$ cat src/rtl/adcseq_cfg.svh
`ifndef ADCSEQ_CFG_SVH
`define ADCSEQ_CFG_SVH
`define ADCSEQ_OFS_CTRL 32'h0000_0000
`define ADCSEQ_OFS_SEL 32'h0000_0004
`define ADCSEQ_OFS_STAT 32'h0000_0008
`define ADCSEQ_CTRL_START 0
`define ADCSEQ_CTRL_ENABLE 1
`define ADCSEQ_CTRL_AUTO 2
`define ADCSEQ_CTRL_DONE 3
`define ADCSEQ_CTRL_FREE 4
`define ADCSEQ_CTRL_PS_LSB 8
`define ADCSEQ_SEL_REF_LSB 5
`define ADCSEQ_FIRST_CONV_CYC 25
`define ADCSEQ_NORM_CONV_CYC 13
`define ADCSEQ_FIRST_SH_CYC 13
`define ADCSEQ_NORM_SH_CYC 1
`define ADCSEQ_AUTO_SH_CYC 2
`define ADCSEQ_PS_DEFAULT 8'h03
`endif

$ cat src/rtl/adcseq_pkg.sv
package adcseq_pkg;
  typedef enum logic [1:0] {
    ADCSEQ_IDLE,
    ADCSEQ_CONV
  } adcseq_state_t;
  typedef struct packed {
    adcseq_state_t st;
    logic enable;
    logic auto_en;
    logic free_run;
    logic start_bit;
    logic start_pend;
    logic done_flag;
    logic first;
    logic [7:0] ps_div;
    logic [7:0] ps_cnt;
    logic [4:0] conv_cnt;
    logic [4:0] chan_shadow;
    logic [1:0] ref_shadow;
    logic [4:0] chan_work;
    logic [1:0] ref_work;
    logic sample;
    logic trig_s1;
    logic trig_s2;
    logic trig_d;
    logic sleep_s1;
    logic sleep_s2;
    logic sleep_d;
    logic irq_pend;
    logic hsel_d;
    logic hwrite_d;
    logic [3:0] haddr_d;
    logic [31:0] hrdata;
  } adcseq_regs_t;
endpackage

$ cat src/rtl/adcseq_top.sv
// Overview of operation
// - First conversion samples at 13.5 and lasts 25 clocks; normal 1.5 and 13.
// - Shadow selection writable any time; working copy tracks it while idle.
// - Working selection frozen while a conversion runs.
// - Tracking resumes in the final converter clock before the done flag.
// - A start write begins conversion at the next converter clock edge.
// - Selection writes in safe windows apply from the following conversion.
// - Free running restarts at completion; late selection applies one later.
// - Entering idle or noise-reduction sleep launches a conversion.
// - A sleep-started conversion completes and raises its request despite wakeup.
// - Other sleep states leave the converter enable untouched.
// - Auto trigger edge resets the prescaler; sample two clocks later.
// - Start bit reads one while converting, except in a conversion queued by a start write mid-conversion; clears at completion unless free running.
// - Prescaler held in reset while disabled, except for the first cycle when disabled on an auto trigger edge; free counting once enabled.
// - Trigger rising edge starts a conversion; edges during conversion ignored.
`timescale 1ns/1ps
`default_nettype none
`include "adcseq_cfg.svh"
module adcseq_top
  import adcseq_pkg::*;
(
  input wire logic clk_sys,
  input wire logic arst_n,
  input wire logic hsel,
  input wire logic [31:0] haddr,
  input wire logic [1:0] htrans,
  input wire logic hwrite,
  input wire logic [2:0] hsize,
  input wire logic [31:0] hwdata,
  input wire logic hready,
  output logic hreadyout,
  output logic hresp,
  output logic [31:0] hrdata,
  input wire logic trigger_in,
  input wire logic sleep_quiet,
  output logic [4:0] channel_select,
  output logic [1:0] reference_select,
  output logic sample_hold,
  output logic conversion_done_irq
);
  import adcseq_pkg::*;
  adcseq_regs_t r_reg;
  adcseq_regs_t r_next;
  logic adc_tick;
  logic trig_edge;
  logic sleep_edge;
  logic wr_en;
  logic last_cyc;
  logic [4:0] conv_len;
  logic [4:0] sh_at;
  logic go;

  assign adc_tick = r_reg.enable && (r_reg.ps_cnt == r_reg.ps_div);
  assign trig_edge = r_reg.trig_s2 && !r_reg.trig_d;
  assign sleep_edge = r_reg.sleep_s2 && !r_reg.sleep_d;
  assign wr_en = r_reg.hsel_d && r_reg.hwrite_d;
  assign conv_len = r_reg.first ? 5'(`ADCSEQ_FIRST_CONV_CYC) : 5'(`ADCSEQ_NORM_CONV_CYC);
  assign sh_at = r_reg.first ? 5'(`ADCSEQ_FIRST_SH_CYC) : 5'(`ADCSEQ_NORM_SH_CYC);
  assign last_cyc = (r_reg.st == ADCSEQ_CONV) && (r_reg.conv_cnt == conv_len - 5'h01);
  assign go = adc_tick && r_reg.start_pend && (r_reg.st == ADCSEQ_IDLE);

  always_comb
  begin
    r_next = r_reg;
    r_next.trig_s1 = trigger_in;
    r_next.trig_s2 = r_reg.trig_s1;
    r_next.trig_d = r_reg.trig_s2;
    r_next.sleep_s1 = sleep_quiet;
    r_next.sleep_s2 = r_reg.sleep_s1;
    r_next.sleep_d = r_reg.sleep_s2;
    r_next.hsel_d = hsel && hready && htrans[1];
    r_next.hwrite_d = hwrite;
    r_next.haddr_d = haddr[3:0];
    r_next.sample = 1'b0;
    r_next.irq_pend = 1'b0;
    if (wr_en)
    begin
      case (r_reg.haddr_d)
        4'h0:
        begin
          r_next.enable = hwdata[`ADCSEQ_CTRL_ENABLE];
          r_next.auto_en = hwdata[`ADCSEQ_CTRL_AUTO];
          r_next.free_run = hwdata[`ADCSEQ_CTRL_FREE];
          r_next.ps_div = hwdata[`ADCSEQ_CTRL_PS_LSB +: 8];
          if (hwdata[`ADCSEQ_CTRL_START] && hwdata[`ADCSEQ_CTRL_ENABLE])
          begin
            r_next.start_pend = 1'b1;
            r_next.start_bit = 1'b1;
          end
          if (hwdata[`ADCSEQ_CTRL_DONE])
            r_next.done_flag = 1'b0;
          if (!r_reg.enable && hwdata[`ADCSEQ_CTRL_ENABLE])
            r_next.first = 1'b1;
        end
        4'h4:
        begin
          r_next.chan_shadow = hwdata[4:0];
          r_next.ref_shadow = hwdata[`ADCSEQ_SEL_REF_LSB +: 2];
        end
        default:
        begin
        end
      endcase
    end
    if (r_reg.enable && sleep_edge && r_reg.st == ADCSEQ_IDLE)
    begin
      r_next.start_pend = 1'b1;
      r_next.start_bit = 1'b1;
    end
    if (r_reg.enable && r_reg.auto_en && trig_edge && r_reg.st == ADCSEQ_IDLE)
    begin
      r_next.start_pend = 1'b1;
      r_next.start_bit = 1'b1;
      r_next.ps_cnt = r_reg.ps_div;
    end
    else if (!r_next.enable)
      r_next.ps_cnt = 8'h00;
    else if (adc_tick)
      r_next.ps_cnt = 8'h00;
    else
      r_next.ps_cnt = r_reg.ps_cnt + 8'h01;
    if (r_reg.st == ADCSEQ_IDLE || last_cyc)
    begin
      r_next.chan_work = r_reg.chan_shadow;
      r_next.ref_work = r_reg.ref_shadow;
    end
    case (r_reg.st)
      ADCSEQ_IDLE:
      begin
        if (go)
        begin
          r_next.st = ADCSEQ_CONV;
          r_next.start_pend = 1'b0;
          r_next.conv_cnt = 5'h00;
        end
      end
      ADCSEQ_CONV:
      begin
        if (adc_tick)
        begin
          r_next.conv_cnt = r_reg.conv_cnt + 5'h01;
          if (r_reg.conv_cnt == sh_at)
            r_next.sample = 1'b1;
          if (last_cyc)
          begin
            r_next.done_flag = 1'b1;
            r_next.irq_pend = 1'b1;
            r_next.first = 1'b0;
            r_next.conv_cnt = 5'h00;
            if (r_reg.free_run)
              r_next.st = ADCSEQ_CONV;
            else
            begin
              r_next.st = ADCSEQ_IDLE;
              r_next.start_bit = 1'b0;
            end
          end
        end
      end
      default:
        r_next.st = ADCSEQ_IDLE;
    endcase
    if (!r_next.enable)
    begin
      r_next.st = ADCSEQ_IDLE;
      r_next.start_bit = 1'b0;
      r_next.start_pend = 1'b0;
    end
    case (haddr[3:0])
      4'h0: r_next.hrdata = {16'h0000, r_next.ps_div, 3'h0, r_next.free_run,
        r_next.done_flag, r_next.auto_en, r_next.enable, r_next.start_bit};
      4'h4: r_next.hrdata = {25'h0000000, r_next.ref_shadow, r_next.chan_shadow};
      4'h8: r_next.hrdata = {20'h00000, 3'h0, r_next.conv_cnt, 2'h0, r_next.first,
        r_reg.st == ADCSEQ_CONV};
      default: r_next.hrdata = 32'h0000_0000;
    endcase
  end

  always_ff @(posedge clk_sys or negedge arst_n)
  begin
    if (!arst_n)
    begin
      r_reg <= '0;
      r_reg.ps_div <= `ADCSEQ_PS_DEFAULT;
    end
    else
      r_reg <= r_next;
  end

  assign hreadyout = 1'b1;
  assign hresp = 1'b0;
  assign hrdata = r_reg.hrdata;
  assign channel_select = r_reg.chan_work;
  assign reference_select = r_reg.ref_work;
  assign sample_hold = r_reg.sample;
  assign conversion_done_irq = r_reg.irq_pend;

  property p_freeze;
    @(posedge clk_sys) disable iff (!arst_n)
    (r_reg.st == ADCSEQ_CONV && !last_cyc) |=> $stable(r_reg.chan_work);
  endproperty
  a_freeze: assert property (p_freeze) else $error("selection changed mid conversion");
  property p_track;
    @(posedge clk_sys) disable iff (!arst_n)
    (r_reg.st == ADCSEQ_IDLE) |=> (r_reg.chan_work == $past(r_reg.chan_shadow));
  endproperty
  a_track: assert property (p_track) else $error("idle selection not tracking");
  property p_done_clears_start;
    @(posedge clk_sys) disable iff (!arst_n)
    (last_cyc && adc_tick && !r_reg.free_run && r_next.enable) |=> (!r_reg.start_bit && r_reg.done_flag);
  endproperty
  a_done_clears_start: assert property (p_done_clears_start) else $error("start not cleared");
  property p_busy_start;
    @(posedge clk_sys) disable iff (!arst_n)
    (r_reg.st == ADCSEQ_CONV) |-> r_reg.start_bit || r_reg.free_run;
  endproperty
  a_busy_start: assert property (p_busy_start) else $error("start low while busy");
  property p_ps_reset;
    @(posedge clk_sys) disable iff (!arst_n)
    !r_reg.enable |-> (r_reg.ps_cnt == 8'h00);
  endproperty
  a_ps_reset: assert property (p_ps_reset) else $error("prescaler ran while disabled");
  property p_start_on_tick;
    @(posedge clk_sys) disable iff (!arst_n)
    (r_reg.st == ADCSEQ_IDLE && r_next.st == ADCSEQ_CONV) |-> adc_tick;
  endproperty
  a_start_on_tick: assert property (p_start_on_tick) else $error("start off clock edge");
  property p_irq_done;
    @(posedge clk_sys) disable iff (!arst_n)
    conversion_done_irq |-> r_reg.done_flag;
  endproperty
  a_irq_done: assert property (p_irq_done) else $error("irq without done");
  property p_ignore_trig;
    @(posedge clk_sys) disable iff (!arst_n)
    (r_reg.st == ADCSEQ_CONV && trig_edge && !last_cyc) |=> (r_reg.st == ADCSEQ_CONV || !r_reg.enable);
  endproperty
  a_ignore_trig: assert property (p_ignore_trig) else $error("trigger broke conversion");
  c_conv: cover property (@(posedge clk_sys) disable iff (!arst_n) conversion_done_irq);
  c_sample: cover property (@(posedge clk_sys) disable iff (!arst_n) sample_hold);
  c_sleep: cover property (@(posedge clk_sys) disable iff (!arst_n) sleep_edge && r_reg.enable);
endmodule
`default_nettype wire

$ cat config.mk
export PLATFORM = sky130hd
export DESIGN_NAME = adcseq_top
export DESIGN_NICKNAME = d
export VERILOG_FILES = /design/src/rtl/adcseq_pkg.sv /design/src/rtl/adcseq_top.sv
export VERILOG_INCLUDE_DIRS = /design/src /design/src/rtl
export SDC_FILE = /design/constraint.sdc
export NUM_CORES = 1
export LEC_CHECK = 0
export BUFFER_PORTS_ARGS = -buffer_cell sky130_fd_sc_hd__clkbuf_2
export CAP_MARGIN = 20
export CELL_PAD_IN_SITES_DETAIL_PLACEMENT = 1
export CELL_PAD_IN_SITES_GLOBAL_PLACEMENT = 1
export CORE_AREA = 5 5 98 100
export CTS_CLUSTER_SIZE = 30
export DETAILED_ROUTE_END_ITERATION = 10
export DIE_AREA = 0 0 103 105
export PLACE_DENSITY = 0.82
export RECOVER_POWER = 25
export SYNTH_ARGS = -nofsm -noshare
export SYNTH_HDL_FRONTEND = slang
export SYNTH_SLANG_ARGS = --single-unit
$ cat constraint.sdc
create_clock -name clk_sys -period 2.9 [get_ports clk_sys]
set_clock_uncertainty 0.15 [all_clocks]
set_input_delay 0.29 -clock clk_sys [delete_from_list [all_inputs] [get_ports clk_sys]]
set_output_delay 0.29 -clock clk_sys [all_outputs]
set_load 0.05 [all_outputs]
## Yosys cells after proc, flatten, opt, wreduce, memory -nomap -nowiden

Index checks and enable logic that the tools add are counted.

| word-level totals | value |
|---|---|
| flip-flop bits (word level) | 90 |
| bits of input ports | 76 |
| output and inout port bits | 43 |

| cells by class | value |
|---|---|
| $add $sub $neg | 3 |
| eq/ne operators | 10 |
| muxes and demuxes | 41 |
| reduce and logical (&&, ||, !) cells | 24 |

Operators with widths:

| cell | count |
|---|---|
| $pmux 16 s3 | 1 |
| $mux 15 | 2 |
| $mux 8 | 3 |
| $mux 2 | 11 |
| $mux 5 | 4 |
| $logic_and 1x1->1 | 16 |
| $mux 1 | 15 |
| $mux 7 | 2 |
| $pmux 5 s2 | 1 |
| $ne 3x3->1 const B | 3 |
| $add 8x1->8 const B | 1 |
| $eq 4x3->1 const B | 2 |
| $eq 8x8->1 | 1 |
| $logic_not 4->1 | 2 |
| $add 5x1->5 const B | 1 |
| $eq 5x4->1 | 1 |
| $eq 5x5->1 | 1 |
| $sub 5x1->5 const B | 1 |
| $eq 4x4->1 const B | 1 |
| $mux 4 | 1 |
| $pmux 2 s2 | 1 |
| $logic_not 1->1 | 3 |
| $reduce_and 3->1 | 1 |
| $eq 2x1->1 const B | 1 |
| other kinds (2) | 2 |

## Longest topological paths before layout

Gate-level depths: netlist of run 1.

| depth | value |
|---|---|
| depth after elaboration | 13 |
| gate-level depth with buffers | 7 |
| depth with buffers taken out | 7 |

## Worst setup path after synthesis of run 1

Ideal clock, no wire load.

| path | value |
|---|---|
| path kind | register to register |
| from | register r_reg[35] (netlist bit) |
| to | register r_reg (netlist bit hrdata[1]) |
| setup time | 0.129 ns |
| arrival | 1.689 ns |
| data required time | 2.621 ns |
| slack | 0.932 ns |
| stages on the path, launching flop included | 7 |
| period minus slack after synthesis | 1.968 ns |
| cell sequence | dfrtp_1 nand3b_1 or4b_1 buf_2 mux2_1 a22oi_1 o31ai_1 |

RTL lines:

| what | RTL line | RTL |
|---|---|---|
| start: declaration | adcseq_top.sv:42 | `adcseq_regs_t r_reg;` |
| start signal: assignment | adcseq_top.sv:187 | `r_reg <= r_next;` |

==> metrics.txt, run 1 <==
router iterations before antenna repair=4; Vias/cell=5.07; Leak=1.84 nW; Critical Path AT=2.34 ns; first-pass GRT wire length=12,900 microns; violated checks=max-capacitance violations, max-slew violations; Synth Cell Area=3430 sq um; Period Utilization, post-route=78.3%; crit start category=flop; Clk pwr share=38.8%; Sink Count=73; WP data required=2.96 ns; Clk pin slew, worst setup/hold paths=0.08 ns; routed wire length=7550 microns; Die H=105 microns; CTS Buf Count=9; max reg flops=44; share of layout cells above drive strength 1=27.7%; number of distinct library cells after synthesis=53; Async SR Flop Fraction=100%; status=finished, violations left; Worst Tran Pin Value=1.50 ns; DR vias=2,303; Max VDD drop=0.000243 V; DPL Wire Length=5460 microns; post-synthesis sequential area ratio=53.4%; top_reg_cell synth=dfrtp_1; GRT Util Overall=15.1%; Post-synth EDFFs=0; DRT iter0 DRCs=163; DIE WIDTH=103 microns; drt drc=0; remaining global-route overflow=0; Fin Hold WS=0.0442 ns; Layout fillers=931; CORE AREA=8590 sq um; placed cells=430; largest net degree at the start of global routing=48; initial antenna violation count=0; post-CTS setup buffer count=0; Sw Ratio=26.5%; Routed WL per cell=16.6 microns; Site Rows=34; fmax=440 MHz; vias in the first global route=2,535; Internal Power=1.65 mW; Die ar.=10,800 sq um; CTS HTree Levels=3; final setup vio count=0; NumNets Final=421; Slew Limit Fails=26; post-layout instance count excluding filler cells=454; critical path peak fanout=7; Hold Path Class=input port to flop; sequential fraction of design power=49.1%; area delta synth->final=13.2%; net switching power=0.596 mW; GP Congestion=0.757; # Max-Cap Violations=1; RSZ-0062 raised after global routing=false; CTS root buffer=clkbuf_8; antenna cell count=0; total power=2.25 mW; post-CTS sizing=0; setup_tns=0 ns; combinational power share=12.2%; Setup CP Type=flop to flop; Initial Utilization=39.9%; hold buffer count at cts=8; Synth Instances=298; PD cells=580 nW/um^2; I/O pin count=119; Worst-Skew Late Latency=0.34 ns; CTS tree=done; synth warn=0; Tmin final=2.27 ns; number of register bits inferred by synthesis=73; final hold violations=0; Setup crit end kind=flop; syn_area_per_cell=11.5 sq um; PortBufs=51; Bufs on Longest Clock Path=2; ANT nets after route=0; Rel. slew slack=-0.0485%
-- final timing paths --
check	from	end	slack, ns	cells after the start
worst max register to register	r_reg[35]$_DFF_PN0_	hrdata[4]$_DFF_PN0_	0.63	5
worst max-delay path	r_reg[35]$_DFF_PN0_	hrdata[4]$_DFF_PN0_	0.63	5
worst min-delay path	hready	r_reg[37]$_DFF_PN0_	0.04	2
worst min register to register	r_next[43]$_DFF_PN0_	r_next[42]$_DFF_PN0_	0.20	0
min in group asynchronous	arst_n	hrdata[12]$_DFF_PN0_	0.72	2
max in group asynchronous	arst_n	r_reg[73]$_DFF_PN1_	0.91	3
-- routing by layer --
metal | wire [microns] | track usage, % | up-vias
li1 | - | - | 1055
met4 | 160 | 6.01 | 0
met5 | 0 | 0 | -
met3 | 429 | 2.86 | 14
met1 | 3140 | 19.5 | 1166
met2 | 3820 | 24.7 | 68
-- logic make-up after synthesis --
logic type | Yosys count | synth area share, %
and+or+nand+nor | 81 | 14.5
DFF | 73 | 53.4
buffers and inverters | 61 | 11.3
AOI/OAI and AO/OA | 38 | 7.41
muxes | 25 | 8.21
xor gates and xnor gates | 14 | 3.58
adders and majority gates | 4 | 1.46
other | 2 | 0.219
-- worst max-delay path: stages, from the launching register on --
cell      delay (ns)
dfrtp_1         0.36
nand3b_1        0.19
or4b_1          0.71
mux2_1          0.40
a22oi_1         0.22
nand3_1         0.12
-- layout by cell type, fill, tap and decap left out, types with 4 or more instances in the layout --
cell type,count
conb_1,18
buf_4,4
o21ai_0,16
nand2_1,19
clkbuf_8,10
nand3_1,11
dfrtp_1,71
nor3_1,6
nor2_1,6
mux2_2,21
ha_1,4
and2_1,8
dlygate4sd3_1,8
and3_1,6
inv_1,12
mux2_1,4
clkbuf_2,42
xor2_1,13
clkbuf_1,10
-- cell usage after synthesis (all sizes together) (2+ instances only) --
master / count / share of area, %
nand3: 12 / 2.1
clkbuf: 4 / 0.44
or4b: 3 / 0.99
dfstp: 2 / 1.5
buf: 44 / 9.4
nor2: 6 / 0.66
and2: 8 / 1.5
mux2: 25 / 8.2
dfrtp: 71 / 52
nand2: 19 / 2.1
nor4b: 2 / 0.51
nand4: 2 / 0.37
ha: 4 / 1.5
nor3: 7 / 1.2
conb: 2 / 0.22
o21ai: 17 / 2.5
nand2b: 2 / 0.37
o211ai: 3 / 0.66
inv: 13 / 1.4
nor4: 3 / 1.4
and3: 6 / 1.1
o31ai: 3 / 0.66
a22oi: 3 / 0.66
or2: 3 / 0.55
or3: 2 / 0.37
xor2: 13 / 3.3
a31oi: 2 / 0.37
nor3b: 2 / 0.44
-- metrics by stage --
step / util (%) / setup slack, ns / cell area (sq um)
floorplan: - / 0.932 / 3490
global placement: 41.8 / 0.677 / 3590
detailed placement: 41.8 / 0.635 / 3590
CTS: 45.3 / 0.621 / 3890
global route: 45.1 / 0.511 / 3880
finish: 45.1 / 0.629 / 3880
-- power groups by stage --
stage          sequential [mW]  combinational [mW]  clock, mW
5_1_grt                   1.11               0.298      0.943
3_3_place_gp              1.12               0.259          0
3_5_place_dp              1.12               0.266          0
2_1_floorplan             1.11               0.229          0
4_1_cts                   1.10               0.277      0.897
6_report                  1.10               0.273      0.873
-- cell type report --
type	instances	area [sq um]	share of cell area, %
clock buffers	11	141	3.65
well taps	108	135	3.48
inverters	13	48.8	1.26
flip-flops and latches	73	1830	47.2
multi-input cells	180	1270	32.8
repair buffers	64	374	9.65
clock inverters	5	78.8	2.03
Power figures use the tool's default switching activity.
==> run 2, diff against run 1 <==
ABC_AREA = 1   (was default)
CORE_AREA = 5 5 106 108   (was 5 5 98 100)
DIE_AREA = 0 0 111 113   (was 0 0 103 105)
PLACE_DENSITY = 0.78   (was 0.82)
clock period = 2.1 ns   (was 2.9 ns; I/O delays follow)
==> run 2 against run 1 <==
Compared with the run above:
- via count rose by 28%
- sequential power grew 60%
- worst hold slack lost 0.024 ns
- power grew 95%
- routed wire length is 20% higher
- count of clock-buffer cells in the layout grew 1
- final cell count up 43%
- area after synthesis is 7.0% higher
- non-clock buffer count up 17
- critical endpoint is now r_reg[66]$_DFF_PN0_
- the run now ends clean
- first-iteration DRC count decreased by 40%
==> metrics.txt, run 2 <==
routed wire length=9040 microns (+20%); largest net degree at the start of global routing=40 (-17%); PD cells=1010 nW/um^2 (+74%); synth warn=0 (unchanged); CORE AREA=10,100 sq um (+18%); CTS root buffer=clkbuf_8; Clk pin slew, worst setup/hold paths=0.08 ns (about the same); Async SR Flop Fraction=100% (unchanged); Leak=2.38 nW (+29%); critical path peak fanout=7 (unchanged); Hold Path Class=input port to flop; setup_tns=0 ns (unchanged); Post-synth EDFFs=0 (unchanged); post-layout util=42.7% (-2.4 points); final setup vio count=0 (unchanged); area delta synth->final=18.1%; crit start category=flop; Layout fillers=1,245 (+34%); dpl ws=0.183 ns (-0.452 ns); # Max-Cap Violations=0 (-1); Bufs on Longest Clock Path=2 (unchanged); ANT nets after route=0 (unchanged); first-pass GRT wire length=15,300 microns (+18%); final hold violations=0 (unchanged); Worst-Skew Late Latency=0.35 ns (about the same); total power=4.38 mW (+95%); fmax=522 MHz (+19%); GRT Util Overall=15.3% (+0.17 points); syn_area_per_cell=8.22 sq um (-29%); DIE WIDTH=111 microns (+7.8%); post-route setup slack=0.185 ns (-0.444 ns); post-synthesis sequential area ratio=49.9% (-3.5 points); drt drc=0 (unchanged); Vias/cell=4.54 (-11%); number of register bits inferred by synthesis=73 (unchanged); top cell type by total area after synthesis=dfrtp_1; CTS HTree Levels=3 (unchanged); Rel. slew slack=39.8% (+40 points); Setup crit end kind=flop; post-synth top area share=48.4% (-3.4 points); commonest non-fill, non-tap cell in the layout=nand2_1; Synth area leaders=dfrtp_1 48%, nand2_1 13%, buf_4 8.4%; CTS Buf Count=9 (unchanged); I/O pin count=119 (unchanged); vias in the first global route=3,151 (+24%); GP Congestion=0.829 (+9.5%); Site Rows=37 (+8.8%); WP data required=2.19 ns (-0.77 ns); Critical Path AT=2.00 ns (-0.34 ns); Max VDD drop=0.000398 V (+64%); most numerous cell in the Yosys netlist=nand2_1; Tmin final=1.92 ns (-0.356 ns); RSZ-0062 raised after global routing=false; number of distinct library cells after synthesis=35 (-34%); Die H=113 microns (+7.6%); DRT iter0 DRCs=97 (-40%); Routed WL per cell=13.9 microns (-16%); antenna cell count=0 (unchanged); synth cell count leaders=123 x nand2_1, 71 x dfrtp_1, 53 x inv_1, 41 x buf_4, 34 x nor2_1; initial antenna violation count=0 (unchanged); Sink Count=73 (unchanged); top_reg_cell synth=dfrtp_1; DR vias=2,945 (+28%); Initial Utilization=36.2% (-3.7 points); Slew Limit Fails=0 (-100%); status=finished, final reports clean; Die ar.=12,500 sq um (+16%); CTS tree=done; Synth Instances=446 (+50%); max reg flops=44 (unchanged); Period Utilization, post-route=91.2% (+13 points); Worst Tran Pin Value=0.903 ns (-0.598 ns); post-CTS setup buffer count=0 (unchanged); Setup CP Type=flop to flop; DPL Wire Length=6750 microns (+24%); NumNets Final=588 (+40%); router iterations before antenna repair=4 (unchanged); remaining global-route overflow=0 (unchanged); share of layout cells above drive strength 1=18.9% (-8.8 points); PortBufs=51 (unchanged); most frequent cells in the layout=123 x nand2_1, 71 x dfrtp_1, 53 x inv_1; Synth Cell Area=3670 sq um (+7.0%)
==> run 2: changes by cell type after synthesis, sizes merged, moves of 4 or more <==
cell / delta
and2: -7
a21oi: +11
inv: +50
xor2: -7
nand4: +4
nand3: +11
mux2: -25
nand2: +108
and3: -5
nor2: +32
o21ai: +8
o22ai: +6
==> run 2: routing by layer <==
layer	routed length, microns	up-vias	GRT usage (%)
met5	0	-	0
met4	133	0	5.67
met1	3880	1438	18.1
met2	4710	48	27.4
met3	312	7	3.21
li1	-	1452	-
==> run 2: logic make-up (layout without fill, tap and decap cells) <==
logic type,after synthesis,count (layout),share of synthesized area (%)
flip-flops,73,73,49.9
buffers and inverters,111,162,15.7
other,2,18,0.205
AND/OR/NAND/NOR,204,204,24.3
adder cells (fa/ha/maj),4,4,1.36
XOR/XNOR,6,6,1.43
AO/OA/AOI/OAI,46,46,7.20
==> run 2: final timing paths <==
kind	from	end	slack, ns	cells past startpoint
max in group asynchronous	arst_n	hrdata[7]$_DFF_PN0_	0.72	3
min in group asynchronous	arst_n	r_reg[71]$_DFF_PN0_	0.36	2
hold reg to reg	r_next[40]$_DFF_PN0_	r_next[39]$_DFF_PN0_	0.20	0
setup / recovery	r_reg[74]$_DFF_PN1_	r_reg[66]$_DFF_PN0_	0.18	11
setup reg to reg	r_reg[74]$_DFF_PN1_	r_reg[66]$_DFF_PN0_	0.18	11
hold / removal	hwdata[0]	r_reg[55]$_DFF_PN0_	0.02	3
==> run 2: layout make-up <==
class | instances | area, sq um | area share (%)
Sequential cell | 73 | 1830 | 42.2
Multi-Input combinational cell | 278 | 1320 | 30.6
Timing Repair Buffer | 81 | 543 | 12.5
Inverter | 65 | 244 | 5.63
Tap cell | 136 | 170 | 3.93
Clock buffer | 12 | 145 | 3.35
Clock inverter | 4 | 76.3 | 1.76
==> run 2: stage by stage <==
stage               std cells  hold WS [ns]  cell area, sq um
floorplan                 462        -0.236              3730
global placement          611        0.0380              3900
detailed placement        611        0.0448              3900
CTS                       649        0.0181              4340
global route              649        0.0161              4330
finish                    649        0.0202              4330
==> run 2: repair_timing <==
action                                  in CTS  in global routing
hold buffers                                22                  0
resized for setup                            0                  0
endpoints found under the setup margin       0                  0
endpoints found under the hold margin       58                  0
==> run 2: where the power goes <==
part,switching [mW],internal [mW],leakage [nW]
sequential,0.147,1.61,0.913
combinational,0.979,0.386,1.36
clock,0.547,0.705,0.107
==> run 2: critical path, cell delays in order, from the launching register on <==
cell and delay, ns:
dfstp_2 0.55, inv_2 0.04, nand2_1 0.09, nand2_1 0.08, nor2_1 0.11, nand3b_1 0.12, nor2_4 0.23, nor2_2 0.08
nand2_2 0.17, inv_2 0.06, nand2_1 0.05, o21ai_1 0.06
